[src/inc/crt_defines.svh]
`ifndef CRT_DEFINES_SVH
`define CRT_DEFINES_SVH

// ----------------------------------------------------------------
// register addresses on the special-function bus
// ----------------------------------------------------------------
`define CRT_ADDR_CTRL     8'hC8
`define CRT_ADDR_CNT_LO   8'hC9
`define CRT_ADDR_CNT_HI   8'hCA
`define CRT_ADDR_CAP_LO   8'hCB
`define CRT_ADDR_CAP_HI   8'hCC

// ----------------------------------------------------------------
// control register fields and reset values
// ----------------------------------------------------------------
`define CRT_BIT_OVF_FLAG  7
`define CRT_BIT_EXT_FLAG  6
`define CRT_BIT_RX_SEL    5
`define CRT_BIT_TX_SEL    4
`define CRT_BIT_EXT_EN    3
`define CRT_BIT_RUN       2
`define CRT_BIT_FUNC_SEL  1
`define CRT_BIT_CAP_SEL   0
`define CRT_CTRL_RESET    8'h00
`define CRT_CNT_RESET     16'h0000
`define CRT_CAP_RESET     16'h0000
`define CRT_CNT_MAX       16'hFFFF
`define CRT_RDATA_IDLE    8'h00

// ----------------------------------------------------------------
// oscillator divisions of the count tick
// ----------------------------------------------------------------
`define CRT_TIMER_DIV     12
`define CRT_BAUD_DIV      2

`endif

[src/inc/crt_pkg.sv]
package crt_pkg;

    // ----------------------------------------------------------------
    // operating modes of the counter
    // ----------------------------------------------------------------
    typedef enum logic [1:0]
    {
        CRT_MODE_RELOAD  = 2'b00,
        CRT_MODE_CAPTURE = 2'b01,
        CRT_MODE_BAUD    = 2'b10
    } crt_mode_t;

endpackage : crt_pkg

[src/design/crt_prescale.sv]
`timescale 1ns/1ps
`include "crt_defines.svh"

module crt_prescale
#(
    parameter int TIMER_DIV = `CRT_TIMER_DIV,
    parameter int BAUD_DIV  = `CRT_BAUD_DIV
)
(
    // clock and reset
    input  wire logic clk,
    input  wire logic sys_rst,
    input  wire logic ce,
    // control
    input  wire logic run,
    input  wire logic baud_sel,
    // tick out
    output logic      tick
);

    logic [7:0] div_reg;
    logic [7:0] div_next;
    logic       tick_next;
    logic [7:0] limit;

    always_comb
    begin
        limit     = baud_sel ? 8'(BAUD_DIV - 1) : 8'(TIMER_DIV - 1);
        div_next  = div_reg;
        tick_next = 1'b0;
        // stopped prescaler restarts cleanly from zero
        if (!run)
        begin
            div_next = 8'h00;
        end
        else if (div_reg >= limit)
        begin
            div_next  = 8'h00;
            tick_next = 1'b1;
        end
        else
        begin
            div_next = div_reg + 8'h01;
        end
    end

    always_ff @(posedge clk)
    begin
        if (sys_rst)
        begin
            div_reg <= 8'h00;
            tick    <= 1'b0;
        end
        else if (ce)
        begin
            div_reg <= div_next;
            tick    <= tick_next;
        end
    end

endmodule : crt_prescale

[src/design/crt_timer.sv]
`timescale 1ns/1ps
`include "crt_defines.svh"


module crt_timer
#(
    parameter int TIMER_DIV = `CRT_TIMER_DIV,
    parameter int BAUD_DIV  = `CRT_BAUD_DIV
)
(
    // clock, reset, enable
    input  wire logic       clk,
    input  wire logic       sys_rst,
    input  wire logic       ce,
    // special-function bus
    input  wire logic [7:0] sfr_addr,
    input  wire logic       sfr_wr,
    input  wire logic       sfr_rd,
    input  wire logic [7:0] sfr_wdata,
    output logic      [7:0] sfr_rdata,
    // pins and neighbour timer
    input  wire logic       external_count_pin,
    input  wire logic       trigger_pin,
    input  wire logic       other_timer_ovf,
    // interrupt and uart clocks
    output logic            irq,
    output logic            overflow_pulse,
    output logic            uart_rx_clk,
    output logic            uart_tx_clk
);

    // ----------------------------------------------------------------
    // pin synchronisers
    // ----------------------------------------------------------------
    logic cnt_s1_reg;
    logic cnt_s2_reg;
    logic cnt_s3_reg;
    logic trg_s1_reg;
    logic trg_s2_reg;
    logic trg_s3_reg;
    logic cnt_s1_next;
    logic cnt_s2_next;
    logic cnt_s3_next;
    logic trg_s1_next;
    logic trg_s2_next;
    logic trg_s3_next;

    // first stage feeds only the second stage
    always_comb
    begin
        cnt_s1_next = external_count_pin;
        cnt_s2_next = cnt_s1_reg;
        cnt_s3_next = cnt_s2_reg;
        trg_s1_next = trigger_pin;
        trg_s2_next = trg_s1_reg;
        trg_s3_next = trg_s2_reg;
    end

    always_ff @(posedge clk)
    begin
        if (sys_rst)
        begin
            cnt_s1_reg <= 1'b0;
            cnt_s2_reg <= 1'b0;
            cnt_s3_reg <= 1'b0;
            trg_s1_reg <= 1'b0;
            trg_s2_reg <= 1'b0;
            trg_s3_reg <= 1'b0;
        end
        else if (ce)
        begin
            cnt_s1_reg <= cnt_s1_next;
            cnt_s2_reg <= cnt_s2_next;
            cnt_s3_reg <= cnt_s3_next;
            trg_s1_reg <= trg_s1_next;
            trg_s2_reg <= trg_s2_next;
            trg_s3_reg <= trg_s3_next;
        end
    end

    // ----------------------------------------------------------------
    // helpers
    // ----------------------------------------------------------------
    function automatic logic fell(input logic prev, input logic cur);
        fell = prev & ~cur;
    endfunction : fell

    function automatic logic hit(input logic       wr,
                                 input logic [7:0] addr,
                                 input logic [7:0] want);
        hit = wr & (addr == want);
    endfunction : hit

    // ----------------------------------------------------------------
    // timer state
    // ----------------------------------------------------------------
    logic [7:0]        ctrl_reg;
    logic [7:0]        ctrl_next;
    logic [15:0]       count_reg;
    logic [15:0]       count_next;
    logic [15:0]       cap_reg;
    logic [15:0]       cap_next;
    crt_pkg::crt_mode_t mode;
    logic              baud_use;
    logic              run;
    logic              ext_en;
    logic              tick;
    logic              inc;
    logic              ovf;
    logic              trg_fall;

    always_comb
    begin
        run      = ctrl_reg[`CRT_BIT_RUN];
        ext_en   = ctrl_reg[`CRT_BIT_EXT_EN];
        baud_use = ctrl_reg[`CRT_BIT_RX_SEL] | ctrl_reg[`CRT_BIT_TX_SEL];
    end

    // timer tick: oscillator/12, or oscillator/2 as uart clock
    crt_prescale
    #(
        .TIMER_DIV (TIMER_DIV),
        .BAUD_DIV  (BAUD_DIV)
    )
    u_prescale
    (
        .clk      (clk),
        .sys_rst  (sys_rst),
        .ce       (ce),
        .run      (run),
        .baud_sel (baud_use),
        .tick     (tick)
    );

    always_comb
    begin
        // capture select only matters without uart use
        if (baud_use)
        begin
            mode = crt_pkg::CRT_MODE_BAUD;
        end
        else if (ctrl_reg[`CRT_BIT_CAP_SEL])
        begin
            mode = crt_pkg::CRT_MODE_CAPTURE;
        end
        else
        begin
            mode = crt_pkg::CRT_MODE_RELOAD;
        end
    end

    always_comb
    begin
        // pin count needs high then low samples: at most oscillator/2
        if (ctrl_reg[`CRT_BIT_FUNC_SEL])
        begin
            inc = run & fell(cnt_s3_reg, cnt_s2_reg);
        end
        else
        begin
            inc = run & tick;
        end
        ovf      = inc & (count_reg == `CRT_CNT_MAX);
        trg_fall = ext_en & fell(trg_s3_reg, trg_s2_reg);
    end

    always_comb
    begin
        count_next = count_reg;
        cap_next   = cap_reg;
        ctrl_next  = ctrl_reg;

        // counting never goes down, and stops with the run bit
        if (inc)
        begin
            count_next = count_reg + 16'h0001;
        end
        if (ovf && mode != crt_pkg::CRT_MODE_CAPTURE)
        begin
            count_next = cap_reg;
        end

        case (mode)
            crt_pkg::CRT_MODE_CAPTURE:
            begin
                if (trg_fall)
                begin
                    cap_next = count_reg;
                end
            end
            crt_pkg::CRT_MODE_RELOAD:
            begin
                // reload while stopped would break the frozen count
                if (trg_fall && run)
                begin
                    count_next = cap_reg;
                end
            end
            crt_pkg::CRT_MODE_BAUD:
            begin
                // pin acts as a spare interrupt only
                count_next = count_next;
            end
            default:
            begin
                count_next = count_reg;
            end
        endcase

        // firmware writes land before hardware flag sets
        if (hit(sfr_wr, sfr_addr, `CRT_ADDR_CTRL))
        begin
            ctrl_next = sfr_wdata;
        end
        if (hit(sfr_wr, sfr_addr, `CRT_ADDR_CNT_LO))
        begin
            count_next[7:0] = sfr_wdata;
        end
        if (hit(sfr_wr, sfr_addr, `CRT_ADDR_CNT_HI))
        begin
            count_next[15:8] = sfr_wdata;
        end
        if (hit(sfr_wr, sfr_addr, `CRT_ADDR_CAP_LO))
        begin
            cap_next[7:0] = sfr_wdata;
        end
        if (hit(sfr_wr, sfr_addr, `CRT_ADDR_CAP_HI))
        begin
            cap_next[15:8] = sfr_wdata;
        end

        // set wins over a same-cycle firmware clear
        if (ovf && !baud_use)
        begin
            ctrl_next[`CRT_BIT_OVF_FLAG] = 1'b1;
        end
        if (trg_fall)
        begin
            ctrl_next[`CRT_BIT_EXT_FLAG] = 1'b1;
        end
    end

    always_ff @(posedge clk)
    begin
        if (sys_rst)
        begin
            ctrl_reg  <= `CRT_CTRL_RESET;
            count_reg <= `CRT_CNT_RESET;
            cap_reg   <= `CRT_CAP_RESET;
        end
        else if (ce)
        begin
            ctrl_reg  <= ctrl_next;
            count_reg <= count_next;
            cap_reg   <= cap_next;
        end
    end

    // ----------------------------------------------------------------
    // registered outputs
    // ----------------------------------------------------------------
    logic [7:0] rdata_next;
    logic       irq_next;
    logic       ovf_pulse_next;
    logic       rx_clk_next;
    logic       tx_clk_next;

    always_comb
    begin
        rdata_next = sfr_rdata;
        if (sfr_rd)
        begin
            case (sfr_addr)
                `CRT_ADDR_CTRL:   rdata_next = ctrl_reg;
                `CRT_ADDR_CNT_LO: rdata_next = count_reg[7:0];
                `CRT_ADDR_CNT_HI: rdata_next = count_reg[15:8];
                `CRT_ADDR_CAP_LO: rdata_next = cap_reg[7:0];
                `CRT_ADDR_CAP_HI: rdata_next = cap_reg[15:8];
                default:          rdata_next = `CRT_RDATA_IDLE;
            endcase
        end
        irq_next = ctrl_next[`CRT_BIT_OVF_FLAG]
                 | ctrl_next[`CRT_BIT_EXT_FLAG];
        ovf_pulse_next = ovf;
        // neighbour overflow passes through unless this unit is chosen
        if (ctrl_reg[`CRT_BIT_RX_SEL])
        begin
            rx_clk_next = ovf;
        end
        else
        begin
            rx_clk_next = other_timer_ovf;
        end
        if (ctrl_reg[`CRT_BIT_TX_SEL])
        begin
            tx_clk_next = ovf;
        end
        else
        begin
            tx_clk_next = other_timer_ovf;
        end
    end

    always_ff @(posedge clk)
    begin
        if (sys_rst)
        begin
            sfr_rdata      <= `CRT_RDATA_IDLE;
            irq            <= 1'b0;
            overflow_pulse <= 1'b0;
            uart_rx_clk    <= 1'b0;
            uart_tx_clk    <= 1'b0;
        end
        else if (ce)
        begin
            sfr_rdata      <= rdata_next;
            irq            <= irq_next;
            overflow_pulse <= ovf_pulse_next;
            uart_rx_clk    <= rx_clk_next;
            uart_tx_clk    <= tx_clk_next;
        end
    end

endmodule : crt_timer

[config.mk]
export PLATFORM = sky130hd
export DESIGN_NAME = crt_timer
export DESIGN_NICKNAME = d
export VERILOG_FILES = /design/src/inc/crt_pkg.sv /design/src/design/crt_prescale.sv /design/src/design/crt_timer.sv
export VERILOG_INCLUDE_DIRS = /design/src /design/src/inc
export SDC_FILE = /design/constraint.sdc
export NUM_CORES = 1
export LEC_CHECK = 0
export BUFFER_PORTS_ARGS = -buffer_cell sky130_fd_sc_hd__buf_2
export CAP_MARGIN = 20
export CORE_ASPECT_RATIO = 0.7
export CORE_MARGIN = 8
export CORE_UTILIZATION = 60
export CTS_BUF_LIST = sky130_fd_sc_hd__clkbuf_2 sky130_fd_sc_hd__clkbuf_4 sky130_fd_sc_hd__clkbuf_8
export DETAILED_ROUTE_END_ITERATION = 6
export PLACE_DENSITY = 0.85
export SYNTH_ARGS = -nofsm -noshare
export SYNTH_HDL_FRONTEND = slang
export SYNTH_SLANG_ARGS = --single-unit
[constraint.sdc]
create_clock -name clk -period 2.85 [get_ports clk]
set_input_delay 0.1425 -clock clk [delete_from_list [all_inputs] [get_ports clk]]
set_output_delay 0.1425 -clock clk [all_outputs]
set_load 0.02 [all_outputs]
==> qor.csv, run 1 <==
stage,metric,value,unit
worst_setup_path,CP Max Fanout,8,
min_path,Hold Startpoint,trigger_pin,
layout,diodes inserted,0,
timing,Final period util,87.3,%
routing,# DRC,0,
synth,"EDFF count, synth",0,
clock_tree,Clock Latency Late Sink,360,ps
layout,share of layout cells above drive strength 1,17.2,%
power_and_ir_drop,Logic pwr share,8.9,%
flow_run,max_cap viols,0,
worst_setup_path,CP max stage delay,580,ps
clock_tree,Clock Pin Slew Worst Setup and Hold Paths,80,ps
power_and_ir_drop,Pleak,1.64,nW
power_and_ir_drop,clock share of power,46.8,%
floorplanning,row count,24,
global_route,All-Layer GR Usage,26.3,%
timing,Period minus WS final,2490,ps
worst_setup_path,R2R cell count,5,
timing,Final Hold Vio Count,0,
routing,post-route ant nets,0,
synth,synthesized net count,485,
worst_setup_path,slowest CP cell,o31ai_2,
synth,synthesis-stage register bit count,67,
worst_setup_path,CP Launch Type,flop,
place,Routability Congestion,0.980,
clock_tree,clk sinks,67,
global_route,number of global-route vias before repair,3506,
synth,Syn Area/Cell,8.32,µm²
timing,final worst setup slack,363,ps
worst_setup_path,Worst EP arrival,2720,ps
place,# port buffers,35,
floorplanning,Die Y,82.7,µm
clock_tree,clock root cell,clkbuf_8,
worst_setup_path,CP cell instances,"nand4_2, a2111o_1, o31ai_2, nor2_2, a2111oi_2",
synth,ys flop type,dfxtp_1,
timing,Slew @ Worst Pin,704,ps
worst_setup_path,reg2reg start,count_reg[9],
floorplanning,core box area,6190,µm²
layout,Sequential Area,1340,µm²
layout,post-layout util,68.1,%
worst_setup_path,crit path kind,reg2reg,
place,pre-CTS setup slack,497,ps
worst_setup_path,worst reg2reg path endpoint,count_reg[11],
layout,"most common cell after layout, fill and taps aside",nor2_1,
clock_tree,CTS Hold Buffers Added,0,
layout,"commonest cells after routing, fill and taps aside","nor2_1, dfxtp_1, nand2_1, buf_2",
timing,Sum Neg Setup Slack,0,ps
global_route,wire length of the first global-routing pass,18.9,mm
timing,final setup fails,0,
synth,Yosys cell types,66,
clock_tree,post-CTS sizing,0,
global_route,initial antenna violation count,0,
worst_setup_path,Worst R2R Setup Slack,360,ps
timing,count of final max-slew check failures,0,
floorplanning,Ports,36,
power_and_ir_drop,PD cells,534,nW/µm²
worst_setup_path,"CP delay by family, top",compound AO/OA/AOI/OAI gates,
timing,RSZ-0062 raised after global routing,no,
global_route,largest net degree at the start of global routing,35,
global_route,gr ovfl total,0,
worst_setup_path,WP buf/inv,0,
power_and_ir_drop,sequential cell fraction of total power,44.3,%
timing,Setup Skew,10.9,ps
routing,Via Count,3711,
layout,area of the multi-input gates,2270,µm²
worst_setup_path,WP data required,3090,ps
power_and_ir_drop,Pint,1.70,mW
clock_tree,CTS tree,done,
synth,Syn Inst Count,458,
floorplanning,Initial Utilization,61.6,%
run_status,status,completed,
power_and_ir_drop,final total power,2.25,mW
power_and_ir_drop,Switching Share,24.3,%
timing,Worst slew margin,53.0,%
layout,fin nets,506,
layout,area growth from synthesis to layout,10.7,%
floorplanning,total die area,9190,µm²
clock_tree,CTS buffer count,9,
min_path,Hold Crit Class,in2reg,
synth,synth warn,0,
routing,DR iter-0 viols,540,
power_and_ir_drop,VDD IR max,0.316,mV
routing,Routed WL per cell,21.4,µm
min_path,Hold Crit Endpoint,trg_s1_reg,
place,Post-DP HPWL,8.35,mm
synth,ys async rst share,0,%
routing,DR pass1 iterations,6,
clock_tree,CTS max path bufs,2,
worst_setup_path,Setup crit end kind,flop,
routing,final WL,12.0,mm
power_and_ir_drop,Psw,0.547,mW
clock_tree,post-CTS setup buffer count,0,
min_path,hold path depth,3,
routing,routed vias/inst,6.61,
layout,fillers,527,
timing,Fmax achieved,0.402,GHz
synth,Mapped Area,3810,µm²
synth,sequential-to-total area share from yosys stat,35.2,%
floorplanning,Chip Width,111,µm
clock_tree,H-tree levels,3,
[cell type report]
type / instances / share of cell area [%]
clock buffer: 9 / 2.94
clock inverter: 6 / 3.24
inverter: 8 / 0.712
multi-input combinational: 353 / 53.9
sequential: 67 / 31.8
tap: 78 / 2.32
timing repair buffer: 40 / 5.05
[worst register-to-register path, stage by stage (launching register included)]
cell,delay [ps]
dfxtp_1,520
nand4_2,190
a2111o_1,540
o31ai_2,580
nor2_2,190
a2111oi_2,350
[synthesized netlist by cell type, types with 5 or more instances]
cell type	n	area [µm²]
a211oi_1	13	97.6
a21oi_1	9	45.0
a22oi_1	8	60.1
a311oi_1	20	175
and3_1	8	50.1
buf_2	7	35.0
clkbuf_1	12	45.0
dfxtp_1	67	1340
inv_1	8	30.0
mux2_2	5	56.3
mux2i_1	20	200
nand2_1	53	199
nand3_1	19	95.1
nand4_1	7	43.8
nor2_1	87	327
nor3_1	12	60.1
o21ai_0	10	50.1
xnor2_1	7	61.3
xor2_1	9	78.8
[through the flow]
stage / area, µm² / instances / hold slack [ps]
floorplan: 3810 / 458 / 286
global placement: 3960 / 546 / 378
detailed placement: 3960 / 546 / 395
CTS: 4220 / 561 / 26.1
global route: 4220 / 561 / 46.8
finish: 4220 / 561 / 25.0
[worst max-delay path by stage]
stage / startpoint / end / slack [ps] / cells after the start
2_1_floorplan: count_reg[9] / count_reg[2] / 850 / 7
3_3_place_gp: count_reg[8] / count_reg[0] / 600 / 5
3_5_place_dp: count_reg[8] / count_reg[11] / 500 / 5
4_1_cts: count_reg[8] / count_reg[11] / 450 / 5
5_1_grt: count_reg[9] / count_reg[0] / 290 / 5
6_report: count_reg[9] / count_reg[11] / 360 / 5
[power groups by stage]
stage / Combinational [mW] / Clock, mW / Sequential [mW]
3_3_place_gp: 0.193 / 0 / 1.01
6_report: 0.201 / 1.05 / 0.996
2_1_floorplan: 0.128 / 0 / 1.01
3_5_place_dp: 0.194 / 0 / 1.02
4_1_cts: 0.197 / 1.06 / 0.994
5_1_grt: 0.217 / 1.09 / 0.998
[per-layer routing]
layer | up-vias | GRT usage, % | routed length [µm]
li1 | 1710 | - | -
met1 | 1710 | 33.5 | 5010
met2 | 250 | 40.2 | 5010
met3 | 41 | 9.74 | 1650
met4 | 0 | 9.93 | 344
met5 | - | 0 | 0
[cell families (layout without fill, tap and decap cells)]
| kind of cell | Yosys count | count (layout) | synth area share, % |
|---|---|---|---|
| buffers and inverters | 38 | 63 | 5.09 |
| AO/OA/AOI/OAI | 91 | 91 | 19.4 |
| adder cells (fa/ha/maj) | 4 | 4 | 1.25 |
| multiplexers | 29 | 29 | 9.10 |
| XOR/XNOR | 16 | 16 | 3.68 |
| AND/OR/NAND/NOR | 213 | 213 | 26.2 |
| flip-flops | 67 | 67 | 35.2 |
(Power assumes the default switching activity.)
==> run 2: changes to the inputs <==
Settings changed: CAP_MARGIN 20 to 0, CORE_UTILIZATION 60 to 59, CTS_BUF_LIST sky130_fd_sc_hd__clkbuf_2 sky130_fd_sc_hd__clkbuf_4 sky130_fd_sc_hd__clkbuf_8 to sky130_fd_sc_hd__clkbuf_16, PLACE_DENSITY 0.85 to default, PLACE_DENSITY_LB_ADDON from default to 0.3.
==> run 2 against run 1 <==
Critical path depth increased by 1; largest cell class unchanged; worst setup slack improved by 68 ps; via count increased by 0.16%; register-to-register slack improved by 70 ps; routed wire length decreased by 2.8%; non-clock buffer count unchanged; cell area increased by 0.95%; critical path type unchanged; die area increased by 1.4%; clock power increased by 8%; highest routed layer unchanged.
==> qor.csv, run 2 (synthesis results as in run 1) <==
stage,metric,value,unit,change
floorplanning,Ports,36,,unchanged
place,Routability Congestion,1.01,,+3.0%
floorplanning,Initial Utilization,61.0,%,-0.59 points
worst_setup_path,CP max stage delay,530,ps,-50 ps
timing,Setup Skew,6.06,ps,-4.80 ps
run_status,status,completed,,
timing,final worst setup slack,431,ps,+67.8 ps
worst_setup_path,CP Max Fanout,16,,+8
layout,"Cell Count, Final, Fillers Out",562,,+0.18%
routing,Via Count,3717,,+0.16%
routing,Routed WL per cell,20.8,µm,-3.0%
power_and_ir_drop,VDD IR max,0.335,mV,+6.3%
timing,RSZ-0062 raised after global routing,no,,
clock_tree,CTS tree,done,,
clock_tree,post-CTS setup buffer count,0,,unchanged
floorplanning,total die area,9320,µm²,+1.4%
layout,fin nets,506,,unchanged
timing,Sum Neg Setup Slack,0,ps,unchanged
global_route,wire length of the first global-routing pass,18.6,mm,-1.9%
place,placed insts,546,,unchanged
timing,final setup fails,0,,unchanged
place,# port buffers,35,,unchanged
routing,final WL,11.7,mm,-2.8%
global_route,number of global-route vias before repair,3476,,-0.86%
floorplanning,Chip Width,112,µm,+0.72%
min_path,Hold Crit Class,in2reg,,
place,Post-DP HPWL,8.13,mm,-2.7%
routing,routed vias/inst,6.61,,about the same
layout,"most common cell after layout, fill and taps aside",nor2_1,,
timing,Period minus WS final,2420,ps,-67.8 ps
clock_tree,CTS max path bufs,2,,unchanged
clock_tree,post-CTS sizing,0,,unchanged
routing,post-route ant nets,0,,unchanged
place,pre-CTS setup slack,496,ps,-1.01 ps
clock_tree,CTS buffer count,9,,unchanged
layout,fillers,534,,+1.3%
clock_tree,clock root cell,clkbuf_16,,
layout,diodes inserted,0,,unchanged
timing,Final Hold Vio Count,0,,unchanged
worst_setup_path,slowest CP cell,dfxtp_1,,
layout,share of layout cells above drive strength 1,17.1,%,-0.036 points
clock_tree,CTS Hold Buffers Added,0,,unchanged
timing,Fmax achieved,0.413,GHz,+2.8%
worst_setup_path,crit path kind,reg2reg,,
worst_setup_path,Setup crit end kind,flop,,
routing,# DRC,0,,unchanged
clock_tree,Clock Latency Late Sink,340,ps,-20 ps
global_route,initial antenna violation count,0,,unchanged
global_route,gr ovfl total,0,,unchanged
timing,count of final max-slew check failures,0,,unchanged
layout,"commonest cells after routing, fill and taps aside","nor2_1, dfxtp_1, nand2_1, buf_2",,
layout,area growth from synthesis to layout,11.7,%,
worst_setup_path,CP Launch Type,flop,,
floorplanning,core box area,6250,µm²,+0.97%
power_and_ir_drop,PD cells,546,nW/µm²,+2.3%
flow_run,max_cap viols,0,,unchanged
clock_tree,H-tree levels,3,,unchanged
routing,DR iter-0 viols,329,,-39%
worst_setup_path,CP cell instances,"nand4_2, a2111o_1, o31a_4, mux2_2, nor2_1, a2111oi_0",,
power_and_ir_drop,Pleak,1.66,nW,+0.86%
routing,DR pass1 iterations,5,,-1
timing,Final period util,84.9,%,-2.4 points
global_route,largest net degree at the start of global routing,49,,+40%
clock_tree,clk sinks,67,,unchanged
timing,Slew @ Worst Pin,851,ps,+147 ps
clock_tree,Clock Pin Slew Worst Setup and Hold Paths,60,ps,-20 ps
worst_setup_path,Worst EP arrival,2630,ps,-90 ps
timing,Worst Hold Slack,41.5,ps,+16.5 ps
worst_setup_path,WP data required,3060,ps,-30 ps
floorplanning,Die Y,83.2,µm,+0.68%
floorplanning,row count,24,,unchanged
global_route,All-Layer GR Usage,24.8,%,-1.5 points
timing,Worst slew margin,43.3,%,-9.8 points
-- run 2: area by class of cell --
| type | count | area, µm² | share of cell area [%] |
|---|---|---|---|
| clock buffer | 9 | 225 | 5.29 |
| clock inverter | 7 | 75.1 | 1.76 |
| inverter | 8 | 30.0 | 0.706 |
| multi-input combinational | 353 | 2270 | 53.4 |
| sequential | 67 | 1340 | 31.5 |
| tap | 78 | 97.6 | 2.29 |
| timing repair buffer | 40 | 213 | 5.00 |
-- run 2: stage by stage --
| step | utilization (%) | power (mW) | area [µm²] |
|---|---|---|---|
| floorplan | - | 1.14 | 3810 |
| global placement | 63.3 | 1.20 | 3960 |
| detailed placement | 63.3 | 1.21 | 3960 |
| CTS | 68.1 | 2.32 | 4260 |
| global route | 68.1 | 2.38 | 4260 |
| finish | 68.1 | 2.32 | 4260 |
-- run 2: power by group --
group          switching (mW)  internal [mW]  leakage, nW
combinational           0.123         0.0735        0.972
clock                   0.450          0.682        0.140
sequential             0.0329          0.963        0.545
-- run 2: critical path, delay by kind of cell, from the launching register on --
family	cells	cell delay [ps]
AOI/OAI and AO/OA	3	1300
DFF	1	530
and+or+nand+nor	2	210
muxes	1	250
-- run 2: worst paths after layout --
| path | startpoint | endpoint | slack [ps] | cells after the start |
|---|---|---|---|---|
| max reg2reg | count_reg[10] | count_reg[2] | 430 | 6 |
| min | external_count_pin | cnt_s1_reg | 40 | 3 |
| min reg2reg | u_prescale.tick | u_prescale.tick | 470 | 2 |
| max | count_reg[10] | count_reg[2] | 430 | 6 |
-- run 2: per-layer routing --
layer,vias to the layer above,wire length (µm),global-route usage (%)
li1,1717,-,-
met1,1720,5040,33.8
met2,251,4860,35.6
met3,29,1560,8.24
met4,0,224,8.78
met5,-,0,0
==> run 3: changes to the inputs <==
Settings changed: ABC_AREA from default to 1, CORE_UTILIZATION 59 to 60.
Clock period 2.85 ns to 2.3 ns, I/O delays scaled along.
==> run 3 against run 2 <==
Utilization is 2.5 points higher; worst hold slack worse by 35 ps; power increased by 29%; combinational power rose by 34%; sequential share of layout area down 0.96 points; worst setup slack got worse by 25 ps; global-route usage is 0.96 points higher; via count grew 13%; count of clock-buffer cells in the layout unchanged.
==> qor.csv, run 3 <==
stage,metric,value,unit,change
worst_setup_path,crit path kind,reg2reg,,
place,Post-DP HPWL,8.67,mm,+6.7%
routing,post-route ant nets,0,,unchanged
layout,fillers,522,,-2.2%
power_and_ir_drop,VDD IR max,0.430,mV,+28%
synth,Yosys cell types,40,,-39%
power_and_ir_drop,PD cells,682,nW/µm²,+25%
place,# port buffers,35,,unchanged
timing,Fmax achieved,0.528,GHz,+28%
min_path,Hold Crit Class,in2reg,,
clock_tree,CTS max path bufs,2,,unchanged
global_route,wire length of the first global-routing pass,19.1,mm,+3.0%
routing,DR pass1 iterations,7,,+2
routing,Routed WL per cell,17.8,µm,-14%
layout,share of layout cells above drive strength 1,16.0,%,-1.2 points
timing,count of final max-slew check failures,0,,unchanged
power_and_ir_drop,Logic pwr share,8.7,%,+0.3 points
clock_tree,H-tree levels,3,,unchanged
layout,"commonest cells after routing, fill and taps aside","nand2_1, o21ai_0, dfxtp_1, inv_1, a21oi_1",,
layout,"most common cell after layout, fill and taps aside",nand2_1,,
power_and_ir_drop,Pint,2.24,mW,+30%
synth,synthesized net count,598,,+23%
timing,Sum Neg Setup Slack,0,ps,unchanged
timing,final setup fails,0,,unchanged
power_and_ir_drop,clock share of power,50.1,%,+1.4 points
synth,ys flop type,dfxtp_1,,
worst_setup_path,"most used cell, CP",nand2_2,,
synth,post-synth top area cell,dfxtp_1,,
synth,Syn Inst Count,571,,+25%
global_route,gr ovfl total,0,,unchanged
routing,routed vias/inst,6.14,,-7.2%
clock_tree,clk sinks,67,,unchanged
routing,# DRC,0,,unchanged
synth,Area contributors post-synth,"dfxtp_1, nand2_1, o21ai_0",,
layout,"Cell Count, Final, Fillers Out",685,,+22%
worst_setup_path,WP buf/inv,1,,+1
synth,synthesis-stage register bit count,67,,unchanged
layout,Sequential Area,1340,µm²,unchanged
global_route,All-Layer GR Usage,25.8,%,+0.96 points
timing,Worst slew margin,59.0,%,+16 points
power_and_ir_drop,Pleak,1.81,nW,+9.0%
worst_setup_path,CP Launch Type,flop,,
clock_tree,post-CTS sizing,0,,unchanged
worst_setup_path,WP data required,2560,ps,-500 ps
global_route,number of global-route vias before repair,3696,,+6.3%
place,placed insts,669,,+23%
routing,final WL,12.2,mm,+4.6%
worst_setup_path,Setup crit end kind,flop,,
flow_run,max_cap viols,0,,unchanged
clock_tree,post-CTS setup buffer count,0,,unchanged
worst_setup_path,Worst EP arrival,2160,ps,-470 ps
timing,Slew @ Worst Pin,616,ps,-236 ps
timing,Period minus WS final,1890,ps,-525 ps
floorplanning,row count,24,,unchanged
synth,Syn Area/Cell,6.75,µm²,-19%
clock_tree,CTS buffer count,9,,unchanged
synth,sequential-to-total area share from yosys stat,34.8,%,-0.41 points
worst_setup_path,"CP delay by family, top",simple AND/OR/NAND/NOR gates,,
layout,area of the multi-input gates,2150,µm²,-5.5%
timing,Final period util,82.3,%,-2.5 points
synth,ys async rst share,0,%,unchanged
floorplanning,Die Y,83.1,µm,-0.20%
power_and_ir_drop,sequential cell fraction of total power,41.2,%,-1.7 points
floorplanning,core box area,6220,µm²,-0.48%
worst_setup_path,CP max stage delay,540,ps,about the same
worst_setup_path,slowest CP cell,dfxtp_1,,
worst_setup_path,CP cell instances,"nand2_2, nor2_2, nand2_2, nor2_4, nand4_4, nand2_4, inv_4, nand2_1, nand3_1, a21oi_1",,
floorplanning,Chip Width,112,µm,-0.21%
synth,"EDFF count, synth",0,,unchanged
routing,DR iter-0 viols,645,,+96%
floorplanning,total die area,9280,µm²,-0.42%
global_route,largest net degree at the start of global routing,53,,+8.2%
clock_tree,Clock Pin Slew Worst Setup and Hold Paths,60,ps,about the same
timing,Final Hold Vio Count,0,,unchanged
synth,most common cell in the netlist,nand2_1,,
synth,Mapped Area,3850,µm²,+1.2%
place,Routability Congestion,1.04,,+3.2%
synth,synth warn,0,,unchanged
timing,RSZ-0062 raised after global routing,no,,
run_status,status,completed,,
floorplanning,Initial Utilization,62.0,%,+1.0 points
global_route,initial antenna violation count,0,,unchanged
clock_tree,clock root cell,clkbuf_16,,
routing,Via Count,4206,,+13%
power_and_ir_drop,Psw,0.758,mW,+25%
layout,post-layout util,70.6,%,+2.5 points
layout,area growth from synthesis to layout,13.9,%,
power_and_ir_drop,final total power,2.99,mW,+29%
layout,diodes inserted,0,,unchanged
worst_setup_path,CP Max Fanout,17,,+1
synth,Synth top area share,34.8,%,-0.41 points
power_and_ir_drop,Switching Share,25.3,%,-0.76 points
layout,fin nets,629,,+24%
clock_tree,CTS Hold Buffers Added,0,,unchanged
timing,Worst Hold Slack,6.77,ps,-34.8 ps
clock_tree,Clock Latency Late Sink,330,ps,about the same
synth,Synth top cells by count,"nand2_1, o21ai_0, dfxtp_1",,
clock_tree,CTS tree,done,,
floorplanning,Ports,36,,unchanged
timing,Setup Skew,5.55,ps,-0.509 ps
## run 3: area by class of cell
| type | count | area share [%] |
|---|---|---|
| inverter | 68 | 5.87 |
| tap | 78 | 2.22 |
| clock inverter | 7 | 2.25 |
| sequential | 67 | 30.6 |
| timing repair buffer | 41 | 5.02 |
| multi-input combinational | 415 | 48.9 |
| clock buffer | 9 | 5.13 |
## run 3: worst min-delay path, stage by stage
cell and delay (ps):
buf_2 70, nor2_1 30, nor2_1 80
## run 3: power groups by stage
stage,combinational (mW),clock [mW],sequential (mW)
4_1_cts,0.254,1.49,1.23
3_3_place_gp,0.247,0,1.25
2_1_floorplan,0.147,0,1.26
6_report,0.262,1.50,1.23
3_5_place_dp,0.252,0,1.26
5_1_grt,0.284,1.55,1.24
## run 3: kinds of logic (layout without fill, tap and decap cells)
logic type / count (synthesis) / after routing / synth area share [%]
buffers and inverters: 89 / 125 / 9.45
flip-flops: 67 / 67 / 34.8
XOR/XNOR: 10 / 10 / 2.27
AND/OR/NAND/NOR: 228 / 228 / 27.6
adder cells (fa/ha/maj): 3 / 3 / 0.974
AO/OA/AOI/OAI: 174 / 174 / 24.9
## run 3: path summary, 6_finish.rpt
| path | slack [ps] | start | end | cells after the start |
|---|---|---|---|---|
| hold reg to reg | 440 | u_prescale.div_reg[7] | u_prescale.div_reg[7] | 2 |
| setup reg to reg | 410 | count_reg[3] | count_reg[10] | 10 |
| hold / removal | 7 | external_count_pin | cnt_s1_reg | 3 |
| setup / recovery | 410 | count_reg[3] | count_reg[10] | 10 |
## run 3: per-layer routing
| layer | vias to the layer above | share of wire, % | GRT usage (%) |
|---|---|---|---|
| met4 | 0 | 3.0 | 9.27 |
| met3 | 45 | 16 | 8.74 |
| li1 | 1966 | - | - |
| met1 | 1879 | 41 | 35.3 |
| met2 | 316 | 40 | 36.5 |
| met5 | - | 0 | 0 |
## run 3: through the flow
step / area, µm² / worst slack [ps]
3_5_place_dp: 4070 / 488
5_1_grt: 4390 / 288
6_report: 4390 / 406
3_3_place_gp: 4070 / 528
2_1_floorplan: 3850 / 739
4_1_cts: 4390 / 456
